==> src/rtl/alc_cfg.svh <==
/*
  Constants for the microphone automatic level control block: register
  offsets, reset values, gain code landmarks and timing base counts.
  Assumes an APB slave with byte addresses and a strobe at twice fs.
*/
`ifndef ALC_CFG_SVH
`define ALC_CFG_SVH

// ==========================================================
// Register map
`define ADDR_W          12
`define ADDR_CTRL       12'h000
`define ADDR_GAIN       12'h004
`define ADDR_REF        12'h008
`define ADDR_STATUS     12'h00c
`define CTRL_W          16

// ==========================================================
// Reset values
`define CTRL_RESET      16'h0000
`define GAIN_RESET      6'h08
`define REF_RESET       6'h2d

// ==========================================================
// Gain code landmarks
`define GAIN_ZERO_DB    6'h08
`define GAIN_MAX        6'h3f
`define GAIN_MIN        6'h00
`define GAIN_ONE_CODE   6'h01
`define GAIN_TWO_CODES  6'h02
`define REF_MAX         6'h3d
`define REF_LOW_TOP     6'h01
`define REF_OFFSET      6'h04

// ==========================================================
// Timing in strobe ticks at twice fs
`define ZC_TIMEOUT_BASE 12'h100
`define LIMIT_PER_BASE  12'h001
`define WAIT_BASE       12'h100

`endif

==> src/rtl/alc_pkg.sv <==
/*
  Types shared by the automatic level control block: loop states,
  control field layout, level comparator flags and status layout.
  Assumes the constants header is included by the design files.
*/
package alc_pkg;

  // ==========================================================
  // Loop states
  typedef enum logic [3:0] {
    ST_MANUAL  = 4'b0001,
    ST_LIMIT   = 4'b0010,
    ST_WAIT    = 4'b0100,
    ST_RECOVER = 4'b1000
  } alc_state_t;

  // ==========================================================
  // Control register fields, msb first
  typedef struct packed {
    logic [1:0] recovery_wait_select;
    logic [1:0] zero_cross_timeout_select;
    logic [1:0] limit_period_select;
    logic [1:0] limit_atten_step;
    logic       recovery_step_select;
    logic       zero_cross_limit_disable;
    logic       limit_threshold_select;
    logic       detect_pin_to_right_line;
    logic       ext_mic_power_enable;
    logic       mic_path_power;
    logic       mic_mute;
    logic       auto_level_enable;
  } ctrl_t;

  // ==========================================================
  // Level comparators on the gain stage output
  typedef struct packed {
    logic ge_m4;
    logic ge_m6;
    logic ge_m8;
  } level_flags_t;

  // ==========================================================
  // Status register layout
  typedef struct packed {
    logic [9:0] pad_hi;
    logic [5:0] gain;
    logic [3:0] pad_mid;
    alc_state_t state;
    logic [6:0] pad_lo;
    logic       ext_mic_present;
  } status_t;

endpackage

==> src/rtl/alc_tick_timer.sv <==
/*
  Period timer counting strobe ticks up to a programmable limit.
  Assumes tick is a one-cycle enable and restart is synchronous.
*/
`timescale 1ns/1ns
module alc_tick_timer #(
  parameter int W = 12
) (
  input  wire logic         pclk,    // System clock
  input  wire logic         presetn, // Async reset, active low
  input  wire logic         tick,    // Rate strobe
  input  wire logic         restart, // Clear count
  input  wire logic [W-1:0] limit,   // Ticks per period
  output logic              done     // Pulse at period end
);

  logic [W-1:0] count_ff;
  logic         done_ff;
  logic [W-1:0] nxt_count;
  logic         nxt_done;
  wire  [W-1:0] count_inc;
  wire          hit;

  assign count_inc = count_ff + {{(W-1){1'b0}}, 1'b1};
  assign hit       = tick && (count_inc >= limit);
  // Auto reload so a stalled loop still sees regular periods
  assign nxt_count = (restart || hit) ? '0 :
                     tick ? count_inc : count_ff;
  assign nxt_done  = !restart && hit;
  assign done      = done_ff;

  always_ff @(posedge pclk or negedge presetn) begin
    if (!presetn) begin
      count_ff <= '0;
      done_ff  <= 1'b0;
    end else begin
      count_ff <= nxt_count;
      done_ff  <= nxt_done;
    end
  end

endmodule

==> src/rtl/mic_auto_level_control.sv <==
/*
  Microphone input gain control: manual gain, limiter, recovery loop,
  zero-cross timed gain updates, external mic detection, APB registers.
  Assumes all inputs are synchronous to pclk, a strobe at twice fs,
  and analog comparators that report the gain stage output level.
*/
`timescale 1ns/1ns
`include "alc_cfg.svh"
module mic_auto_level_control #(
  parameter int TICK_W = 12
) (
  input  wire logic                 pclk,          // 125 MHz clock
  input  wire logic                 presetn,       // Async reset, low
  input  wire logic                 psel,          // APB select
  input  wire logic                 penable,       // APB enable
  input  wire logic                 pwrite,        // APB write
  input  wire logic [`ADDR_W-1:0]   paddr,         // APB byte address
  input  wire logic [31:0]          pwdata,        // APB write data
  output logic      [31:0]          prdata,        // APB read data
  output logic                      pready,        // APB ready
  output logic                      pslverr,       // APB error
  input  wire logic                 fs2_tick,      // Strobe at 2x fs
  input  wire logic                 zero_cross,    // Waveform crossing
  input  wire alc_pkg::level_flags_t level,        // Output level flags
  input  wire logic                 det_above_hi,  // Detect pin high
  input  wire logic                 det_below_lo,  // Detect pin low
  output logic      [5:0]           gain_code,     // Gain stage code
  output logic                      gain_mute,     // Gain stage mute
  output logic                      ext_mic_power_pin, // Mic supply on
  output logic                      right_line_input,  // Pin reuse
  output logic                      ext_mic_present    // Detect flag
);
  import alc_pkg::*;

  // ==========================================================
  // Registers
  ctrl_t        ctrl_ff;
  logic [5:0]   manual_gain_ff;
  logic [5:0]   ref_ff;
  logic [5:0]   gain_ff;
  alc_state_t   state_ff;
  logic         manual_pend_ff;
  logic         present_ff;
  logic         mute_ff;
  logic         mic_pwr_ff;
  logic         rline_ff;
  logic         pready_ff;
  logic         pslverr_ff;
  logic [31:0]  prdata_ff;

  logic [5:0]   nxt_gain;
  alc_state_t   nxt_state;
  logic         nxt_manual_pend;
  logic         nxt_present;
  logic [31:0]  nxt_prdata;
  logic         nxt_pready;
  logic         nxt_pslverr;

  // ==========================================================
  // APB decode
  wire apb_access = psel && penable;
  wire apb_first  = apb_access && !pready_ff;
  wire apb_done   = apb_access && pready_ff;
  wire hit_ctrl   = (paddr == `ADDR_CTRL);
  wire hit_gain   = (paddr == `ADDR_GAIN);
  wire hit_ref    = (paddr == `ADDR_REF);
  wire hit_status = (paddr == `ADDR_STATUS);
  wire addr_hit   = hit_ctrl || hit_gain || hit_ref || hit_status;
  wire wr_ctrl    = apb_done && pwrite && hit_ctrl;
  wire wr_gain    = apb_done && pwrite && hit_gain;
  wire wr_ref     = apb_done && pwrite && hit_ref;

  status_t status_word;
  assign status_word = '{pad_hi: '0, gain: gain_ff, pad_mid: '0,
                         state: state_ff, pad_lo: '0,
                         ext_mic_present: present_ff};

  wire [31:0] rd_mux = hit_ctrl   ? 32'(ctrl_ff) :
                       hit_gain   ? 32'(gain_ff) :
                       hit_ref    ? 32'(ref_ff) :
                       hit_status ? 32'(status_word) : 32'h0000_0000;

  // One wait state: the answer is ready on the second access cycle
  assign nxt_pready  = apb_first;
  assign nxt_pslverr = apb_first && !addr_hit;
  assign nxt_prdata  = (apb_first && !pwrite) ? rd_mux : prdata_ff;

  always_ff @(posedge pclk or negedge presetn) begin
    if (!presetn) begin
      pready_ff  <= 1'b0;
      pslverr_ff <= 1'b0;
      prdata_ff  <= 32'h0000_0000;
    end else begin
      pready_ff  <= nxt_pready;
      pslverr_ff <= nxt_pslverr;
      prdata_ff  <= nxt_prdata;
    end
  end

  // Loop settings are taken as written; changing them mid-loop is
  // left to software, the loop does not freeze them
  always_ff @(posedge pclk or negedge presetn) begin
    if (!presetn) begin
      ctrl_ff <= ctrl_t'(`CTRL_RESET);
    end else if (wr_ctrl) begin
      ctrl_ff <= ctrl_t'(pwdata[`CTRL_W-1:0]);
    end
  end

  always_ff @(posedge pclk or negedge presetn) begin
    if (!presetn) begin
      manual_gain_ff <= `GAIN_RESET;
    end else if (wr_gain) begin
      manual_gain_ff <= pwdata[5:0];
    end
  end

  always_ff @(posedge pclk or negedge presetn) begin
    if (!presetn) begin
      ref_ff <= `REF_RESET;
    end else if (wr_ref) begin
      ref_ff <= pwdata[5:0];
    end
  end

  // ==========================================================
  // Level decisions
  wire loop_on  = ctrl_ff.auto_level_enable && ctrl_ff.mic_path_power;
  wire ge_limit = ctrl_ff.limit_threshold_select ? level.ge_m4 :
                                                   level.ge_m6;
  wire ge_reset = ctrl_ff.limit_threshold_select ? level.ge_m6 :
                                                   level.ge_m8;
  wire in_band  = ge_reset && !ge_limit;

  // ==========================================================
  // Reference code to gain code
  // Reference is offset by four codes above 0 dB; its two lowest codes
  // coincide with the gain table's
  wire [6:0] ref_sum  = {1'b0, ref_ff} + 7'(`REF_OFFSET);
  // Top reference codes would run past the gain table's end, so clamp
  wire [5:0] ref_gain = ((ref_ff > `REF_MAX) ||
                         (ref_sum > 7'(`GAIN_MAX))) ? `GAIN_MAX :
                        (ref_ff > `REF_LOW_TOP) ? ref_sum[5:0] :
                                                  ref_ff;

  // ==========================================================
  // Limiter step
  wire       gain_above = gain_ff > `GAIN_ZERO_DB;
  wire [5:0] att_step   = {4'h0, ctrl_ff.limit_atten_step} +
                          `GAIN_ONE_CODE;
  wire [5:0] room_dn    = gain_ff - `GAIN_ZERO_DB;
  // Large steps stop at 0 dB so the half dB scale is not overshot
  wire [5:0] gain_big   = (room_dn < att_step) ? `GAIN_ZERO_DB :
                                                 gain_ff - att_step;
  wire [5:0] gain_small = (gain_ff == `GAIN_MIN) ? `GAIN_MIN :
                          gain_ff - `GAIN_ONE_CODE;
  wire [5:0] gain_dn    = gain_above ? gain_big : gain_small;

  // ==========================================================
  // Recovery step
  // Below 0 dB one code is already 1 dB, so the fine step is one code
  wire [5:0] rec_step  = (gain_above && ctrl_ff.recovery_step_select) ?
                         `GAIN_TWO_CODES : `GAIN_ONE_CODE;
  wire [6:0] gain_upw  = {1'b0, gain_ff} + {1'b0, rec_step};
  wire [5:0] gain_up   = (gain_upw >= {1'b0, ref_gain}) ? ref_gain :
                         gain_upw[5:0];
  wire       at_ref    = gain_ff >= ref_gain;

  // ==========================================================
  // Gain update timing
  wire st_manual  = (state_ff == ST_MANUAL);
  wire st_limit   = (state_ff == ST_LIMIT);
  wire st_wait    = (state_ff == ST_WAIT);
  wire st_recover = (state_ff == ST_RECOVER);

  wire pending = st_manual  ? manual_pend_ff :
                 st_limit   ? ge_limit :
                 st_recover ? (!at_ref && !ge_reset) : 1'b0;

  wire use_period = st_limit && ctrl_ff.zero_cross_limit_disable;
  wire [TICK_W-1:0] zc_limit  = TICK_W'(`ZC_TIMEOUT_BASE <<
                                ctrl_ff.zero_cross_timeout_select);
  wire [TICK_W-1:0] per_limit = TICK_W'(`LIMIT_PER_BASE <<
                                ctrl_ff.limit_period_select);
  wire [TICK_W-1:0] wt_limit  = TICK_W'(`WAIT_BASE <<
                                ctrl_ff.recovery_wait_select);
  wire [TICK_W-1:0] step_limit = use_period ? per_limit :
                                              zc_limit;
  wire step_done;
  wire wait_done;
  // Crossings are ignored in fixed period mode
  wire apply_evt  = use_period ? step_done :
                                 (zero_cross || step_done);
  wire gain_apply = pending && apply_evt;
  wire step_restart = !pending || gain_apply;
  // Timer restarts on entry to the wait and inside the reset band
  wire wait_restart = !st_wait || ge_reset;

  alc_tick_timer #(
    .W       (TICK_W)
  ) u_step_timer (
    .pclk    (pclk),
    .presetn (presetn),
    .tick    (fs2_tick),
    .restart (step_restart),
    .limit   (step_limit),
    .done    (step_done)
  );

  alc_tick_timer #(
    .W       (TICK_W)
  ) u_wait_timer (
    .pclk    (pclk),
    .presetn (presetn),
    .tick    (fs2_tick),
    .restart (wait_restart),
    .limit   (wt_limit),
    .done    (wait_done)
  );

  // ==========================================================
  // Loop state machine
  always_comb begin
    nxt_state = state_ff;
    if (!loop_on) begin
      nxt_state = ST_MANUAL;
    end else begin
      unique case (state_ff)
        ST_MANUAL: begin
          nxt_state = ge_limit ? ST_LIMIT : ST_WAIT;
        end
        ST_LIMIT: begin
          if (!ge_limit) begin
            nxt_state = ST_WAIT;
          end
        end
        ST_WAIT: begin
          if (ge_limit) begin
            nxt_state = ST_LIMIT;
          end else if (wait_done) begin
            nxt_state = ST_RECOVER;
          end
        end
        ST_RECOVER: begin
          if (ge_limit) begin
            nxt_state = ST_LIMIT;
          end else if (in_band || gain_apply || at_ref) begin
            nxt_state = ST_WAIT;
          end
        end
        default: begin
          nxt_state = ST_MANUAL;
        end
      endcase
    end
  end

  // ==========================================================
  // Gain value
  // Leaving the loop keeps gain_ff; only a later write changes it
  always_comb begin
    nxt_gain = gain_ff;
    if (gain_apply) begin
      if (st_manual) begin
        nxt_gain = manual_gain_ff;
      end else if (st_limit) begin
        nxt_gain = gain_dn;
      end else if (st_recover) begin
        nxt_gain = gain_up;
      end
    end
  end

  // A write in the same cycle as an apply keeps the request alive
  assign nxt_manual_pend = !st_manual ? 1'b0 :
                           wr_gain    ? 1'b1 :
                           gain_apply ? 1'b0 : manual_pend_ff;

  always_ff @(posedge pclk or negedge presetn) begin
    if (!presetn) begin
      state_ff       <= ST_MANUAL;
      gain_ff        <= `GAIN_RESET;
      manual_pend_ff <= 1'b0;
    end else begin
      state_ff       <= nxt_state;
      gain_ff        <= nxt_gain;
      manual_pend_ff <= nxt_manual_pend;
    end
  end

  // ==========================================================
  // External microphone detection
  // Hysteresis: between the two thresholds the flag holds
  assign nxt_present = ctrl_ff.detect_pin_to_right_line ? 1'b0 :
                       det_above_hi ? 1'b1 :
                       det_below_lo ? 1'b0 : present_ff;

  always_ff @(posedge pclk or negedge presetn) begin
    if (!presetn) begin
      present_ff <= 1'b0;
      mute_ff    <= 1'b0;
      mic_pwr_ff <= 1'b0;
      rline_ff   <= 1'b0;
    end else begin
      present_ff <= nxt_present;
      mute_ff    <= ctrl_ff.mic_mute;
      mic_pwr_ff <= ctrl_ff.mic_path_power &&
                    ctrl_ff.ext_mic_power_enable;
      rline_ff   <= ctrl_ff.detect_pin_to_right_line;
    end
  end

  // ==========================================================
  // Outputs
  assign prdata            = prdata_ff;
  assign pready            = pready_ff;
  assign pslverr           = pslverr_ff;
  assign gain_code         = gain_ff;
  assign gain_mute         = mute_ff;
  assign ext_mic_power_pin = mic_pwr_ff;
  assign right_line_input  = rline_ff;
  assign ext_mic_present   = present_ff;

endmodule

==> config.mk <==
export PLATFORM = sky130hd
export DESIGN_NAME = mic_auto_level_control
export DESIGN_NICKNAME = d
export VERILOG_FILES = /design/src/rtl/alc_pkg.sv /design/src/rtl/alc_tick_timer.sv /design/src/rtl/mic_auto_level_control.sv
export VERILOG_INCLUDE_DIRS = /design/src /design/src/rtl
export SDC_FILE = /design/constraint.sdc
export NUM_CORES = 1
export LEC_CHECK = 0
export BUFFER_PORTS_ARGS = -buffer_cell sky130_fd_sc_hd__buf_2
export CORE_MARGIN = 1.5
export CORE_UTILIZATION = 44
export DETAILED_ROUTE_END_ITERATION = 8
export PLACE_DENSITY_LB_ADDON = 0.08
export SLEW_MARGIN = 20
export SYNTH_ARGS = -nofsm -noshare
export SYNTH_HDL_FRONTEND = slang
export SYNTH_HIERARCHICAL = 1
export SYNTH_SLANG_ARGS = --single-unit
==> constraint.sdc <==
create_clock -name pclk -period 3.9 [get_ports pclk]
set_clock_uncertainty 0.2 [all_clocks]
set_input_delay 0.585 -clock pclk [delete_from_list [all_inputs] [get_ports pclk]]
set_output_delay 0.585 -clock pclk [all_outputs]
set_load 0.01 [all_outputs]
; After elaboration in Yosys (flattened, before gate mapping)
; Index checks and enable logic that the tools add are counted.
[classes]
n_addsub = 8
mul = 0
n_div = 0
magnitude_cmp = 9
eq_ne = 11
shift = 3
muxes = 39
bitwise = 0
reduce_logical = 49
[op_table]
columns = operator, count
row1 = $mux W22, 4
row2 = $mux W12, 5
row3 = $mux W6, 9
row4 = $add A12 B1 Y12 const B, 2
row5 = $eq A12 B4 Y1 const B, 2
row6 = $ge A12 B12 Y1, 2
row7 = $mux W4, 6
row8 = $shl A9 B2 Y12 const A, 2
row9 = $logic_and A1 B1 Y1, 20
row10 = $pmux W4 S4, 1
row11 = $eq A12 B3 Y1 const B, 1
row12 = $logic_not A12 Y1, 1
row13 = $mux W1, 12
row14 = $shl A1 B2 Y12 const A, 1
row15 = $logic_or A1 B1 Y1, 11
row16 = $logic_not A1 Y1, 10
row17 = $ne A4 B3 Y1 const B, 2
row18 = $add A6 B2 Y7, 1
row19 = $add A6 B3 Y7 const B, 1
row20 = $ge A7 B6 Y1, 1
row21 = $gt A7 B6 Y1 const B, 1
row22 = $ge A6 B6 Y1, 1
row23 = $gt A6 B1 Y1 const B, 1
row24 = $gt A6 B4 Y1 const B, 1
row25 = 19 further kinds, 21
[totals]
regBits = 103
latchBits = 0
mem_bits_rw = 0
romBits = 0
in_bits = 56
n_memories = 0

; Longest topological paths before layout
[depth]
ltp_word = 17
mapped_depth = 19

; By module
; Netlist, hierarchy kept.
[modules_own_cells]
columns = mod, instances, cells_each, area_per_inst_um2, seq_area_each_um2
row1 = mic_auto_level_control, 1, 464, 4285.4, 1685.4
row2 = alc_tick_timer, 2, 136, 1173.6, 325.3

; Worst setup path before layout
; No wires, ideal clock.
[synth_timing]
path_kind = register to register
from = register gain_ff[1] (netlist: gain_code[1])
to = register gain_ff[1] (netlist: gain_code[1])
setup_time_ns = 0.132
t_arrival_ns = 3.863
required_ns = 3.568
path_slack_ns = -0.295
path_stages_with_launch = 20
synth_period_minus_slack_ns = 4.195
cell_sequence = dfrtp_1 inv_1 ha_1 nand2b_1 a211oi_1 nand2b_1 inv_1 ha_1 a21o_1 nand2_1 xnor2_1 ha_1 a21bo_2 a21oi_1 a21oi_1 a221o_1 nor3_1 nor3_1 a211oi_1 o22ai_1
[synth_via]
elab_chain_len = 9
elab_cells_between_ends = 25
cone_classes = add/sub (4) / order compare (4) / mux (11) / reduce/logical (6)
[synth_lines]
columns = item, line
row1 = from (decl), mic_auto_level_control.sv:40  ; logic [5:0] gain_ff;
row2 = from (signal assigned), mic_auto_level_control.sv:282  ; gain_ff <= `GAIN_RESET;
row3 = from (signal assigned), mic_auto_level_control.sv:286  ; gain_ff <= nxt_gain;
row4 = $gt A6 B4 Y1 (no line), --
row5 = $logic_and A1 B1 Y1, mic_auto_level_control.sv:162  ; wire [5:0] rec_step = (gain_above && ctrl_ff.recovery_step_select) ?
row6 = $mux W2 (no line), --
row7 = $add A6 B2 Y7, mic_auto_level_control.sv:164  ; wire [6:0] gain_upw = {1'b0, gain_ff} + {1'b0, rec_step};
row8 = $ge A7 B6 Y1, mic_auto_level_control.sv:165  ; wire [5:0] gain_up = (gain_upw >= {1'b0, ref_gain}) ? ref_gain :
row9 = $mux W6, mic_auto_level_control.sv:165
row10 = $mux W6, mic_auto_level_control.sv:268  ; end else if (st_recover) begin
row11 = $mux W6, mic_auto_level_control.sv:266  ; end else if (st_limit) begin
row12 = $mux W6, mic_auto_level_control.sv:264  ; if (st_manual) begin
; Several ways; a longest one is shown, not always the timed one. The select of a mux whose other input is x is not followed.
; A chain may end at the register's enable or synchronous reset.

; Worst setup path in the final report
[layout_timing]
from = register gain_ff[1] (netlist: gain_code[1])
to = register gain_ff[5] (netlist: gain_code[5])
; The elaborated chain is that of the path after synthesis.

==> run summary <==
Pint: 1.69 mW
Seq pwr share: 0.448
Net Switching: 0.512 mW
final worst slack: 0.0401 ns
slowest CP cell: dfrtp_2
maxcap violations: 0
register bit total from synthesis: 93
TritonCTS Buffers: 9
crit path kind: flip-flop to flip-flop
post-route minimum period: 3.86 ns
post-route ant nets: 0
Die Y: 126 microns
Initial Utilization: 0.453
Netlist cell types: 76
Mean Syn Cell Area: 9.01 sq um
number of max-slew violations in the final report: 0
PortBufs: 73
Fmax achieved: 259 MHz
Antenna diodes: 0
Synth Flop Type: dfrtp_1
CP max stage delay: 0.41 ns
CTS tree: built
Core ar.: 14600 sq um
Rel. slew slack: 0.312
Pre-antenna DRT Iters: 7
overall routed net length: 17100 microns
cell breakdown of the critical path: inv_2 -> ha_4 -> nand2b_4 -> a211oi_2 -> nand2b_4 -> inv_4 -> ha_4 -> a21o_1 -> nand2_2 -> xnor2_2 -> ha_1 -> a21bo_2 -> a21oi_4 -> a21oi_2 -> a221oi_4 -> buf_4 -> mux2i_2 -> o21ai_1 -> o211ai_1 -> a2bb2oi_1
first-pass GRT wire length: 28200 microns
Syn Inst Count: 736
total grt overflow: 0
WL/cell: 16.7 microns
Ys Warns: 6
Setup crit end kind: flip-flop
CP bufs+invs: 3
DRC: 14
Post-synth EDFFs: 0
clk sink count: 93
cell family with most CP delay: compound AO/OA/AOI/OAI gates
IO Count: 100
clock latency on the worst-skew pair: 0.35 ns
Sw Share: 0.233
DIE WIDTH: 126 microns
die area: 15800 sq um
Leak: 3.69 nW
Post-Place Cell Area: 7350 sq um
initial antenna violation count: 0
ys async rst share: 1.00
vias in the first global route: 5470
H-tree depth: 3
Power Density: 280 nW/um^2
share of layout cells above drive strength 1: 0.249
Tot GR Track Use: 0.224
mean number of vias per cell: 5.62
Placer Congestion: 0.863
Final setup viols: 0
Worst-path clk slew: 0.07 ns
Combinational Power Share: 0.094
Layout area overhead: 18.5%
Post-Syn Area: 6630 sq um
final layout net count: 940
Cell Rows: 44
RSZ-0062 raised after global routing: yes
failing checks: design-rule violations
required time of the critical path: 3.93 ns
DP HPWL: 12800 microns
final core utilization: 0.537
CTS Hold Bufs: 0
Iter 0 DRT Violations: 334
Place WS: -0.0899 ns
TNS Setup: 0 ns
Vias: 5750
Reg2Reg Setup Slack: 0.04 ns
Root Driver: clkbuf_16
Hold WC Path Type: input port to async pin
fin crit share: 0.990
Seq/Total Area, Yosys: 0.352
Startpoint Class: flip-flop
Worst Path Max Fanout: 3
clock network fraction of total power: 0.458
Fin. Hold Viols: 0
Peak VDD IR: 322 uV
largest net degree at the start of global routing: 66
worst slew pin tran: 1.03 ns
outcome: finished with violations
WP data arrival: 3.89 ns
Post-Layout Inst Area: 7860 sq um
CTS Buffer Depth: 2
==> worst register-to-register path: cells and delay by family (launching register included) <==
family / cells / cell delay [ns]
adders and majority gates: 3 / 0.67
muxes: 1 / 0.21
and+or+nand+nor: 3 / 0.31
DFF: 1 / 0.41
buffers and inverters: 3 / 0.30
AOI/OAI and AO/OA: 9 / 1.44
xor gates and xnor gates: 1 / 0.20
==> metrics by stage <==
step	hold WS (ns)	power, mW	cells
after global placement	0.229	1.19	1003
after floorplan	0.0894	1.11	757
after global routing	0.208	2.29	1023
after detailed placement	0.221	1.19	1003
after CTS	0.177	2.21	1018
final	0.129	2.20	1023
==> synth_stat cells, drive strengths merged (5+ instances only) <==
| library cell | n | share of area |
|---|---|---|
| nand2b | 33 | 0.031 |
| nand4 | 19 | 0.020 |
| buf | 22 | 0.021 |
| nand3 | 22 | 0.022 |
| o211ai | 7 | 0.0087 |
| dfstp | 7 | 0.028 |
| nor3b | 8 | 0.0091 |
| o32ai | 8 | 0.013 |
| ha | 47 | 0.089 |
| clkbuf | 22 | 0.012 |
| nand2 | 74 | 0.042 |
| and2 | 7 | 0.0066 |
| o21ai | 31 | 0.024 |
| mux2i | 12 | 0.018 |
| inv | 46 | 0.026 |
| nor3 | 18 | 0.017 |
| a211oi | 11 | 0.012 |
| xnor2 | 19 | 0.025 |
| nor2 | 45 | 0.028 |
| and3 | 7 | 0.0066 |
| o31ai | 13 | 0.015 |
| a21o | 7 | 0.0079 |
| xor2 | 12 | 0.016 |
| nor2b | 10 | 0.0094 |
| mux2 | 25 | 0.042 |
| dfrtp | 86 | 0.32 |
| a21oi | 52 | 0.039 |
| a31oi | 7 | 0.0066 |
| a221oi | 5 | 0.0075 |
==> registers in the layout (all words and copies together), names as in the netlist <==
register and count:
ref_ff 6, prdata 22, u_step_timer/done 1, manual_pend_ff 1
ctrl_ff 16, ext_mic_present 1, right_line_input 1, u_wait_timer/done 1
pslverr 1, ext_mic_power_pin 1, gain_code 6, gain_mute 1
state_ff 4, u_wait_timer/count_ff 12, manual_gain_ff 6, pready 1
u_step_timer/count_ff 12
==> placed cells by master, fill, tap and decap left out, drive strengths merged, types with 22 or more instances in the layout <==
master	count
buf	111
dfrtp	86
nand2	74
a21oi	52
ha	47
inv	47
nor2	45
nand2b	33
o21ai	31
mux2	25
conb	22
nand3	22
==> layout make-up <==
class	instances	area (sq um)
Timing Repair Buffer	111	653
Sequential cell	93	2340
Multi-Input combinational cell	573	4120
Clock inverter	5	108
Tap cell	184	230
Fill cell	1391	6790
Inverter	47	179
Clock buffer	10	229
==> final timing paths <==
kind | from | to | cells past startpoint
min in group pclk | ctrl_ff[1] | gain_mute | 0
hold reg to reg | ctrl_ff[1] | gain_mute | 0
hold / removal | presetn | prdata[17] | 1
setup reg to reg | gain_code[1] | gain_code[5] | 20
setup / recovery | gain_code[1] | gain_code[5] | 20
max in group asynchronous | presetn | ref_ff[3] | 2
==> repair_timing <==
action | 4_1_cts | 5_1_grt
setup endpoints to repair | 4 | 5
gates resized for setup | 2 | 23
setup buffers | 0 | 5
pin swaps | 2 | 17
==> logic make-up after synthesis <==
logic type / Yosys count / synth area share
and+or+nand+nor: 269 / 0.224
DFF: 93 / 0.352
buffers and inverters: 91 / 0.0602
adders and majority gates: 50 / 0.0964
other: 1 / 0.000565
xor gates and xnor gates: 31 / 0.0409
AOI/OAI and AO/OA: 164 / 0.166
muxes: 37 / 0.0606
==> per-layer routing <==
layer / vias to the layer above / GRT usage / routed length (microns)
met1: 2795 / 0.323 / 8540
met4: 0 / 0.0588 / 229
met3: 17 / 0.0399 / 688
met5: - / 0 / 0
li1: 2808 / - / -
met2: 130 / 0.348 / 7640
==> power groups by stage <==
stage	Sequential, mW	Combinational, mW	Clock, mW
after floorplan	1.01	0.102	0
after global placement	1.00	0.189	0
after detailed placement	1.00	0.192	0
after CTS	0.984	0.193	1.04
after global routing	0.985	0.232	1.08
final	0.984	0.206	1.01
Power figures use the tool's default switching activity.
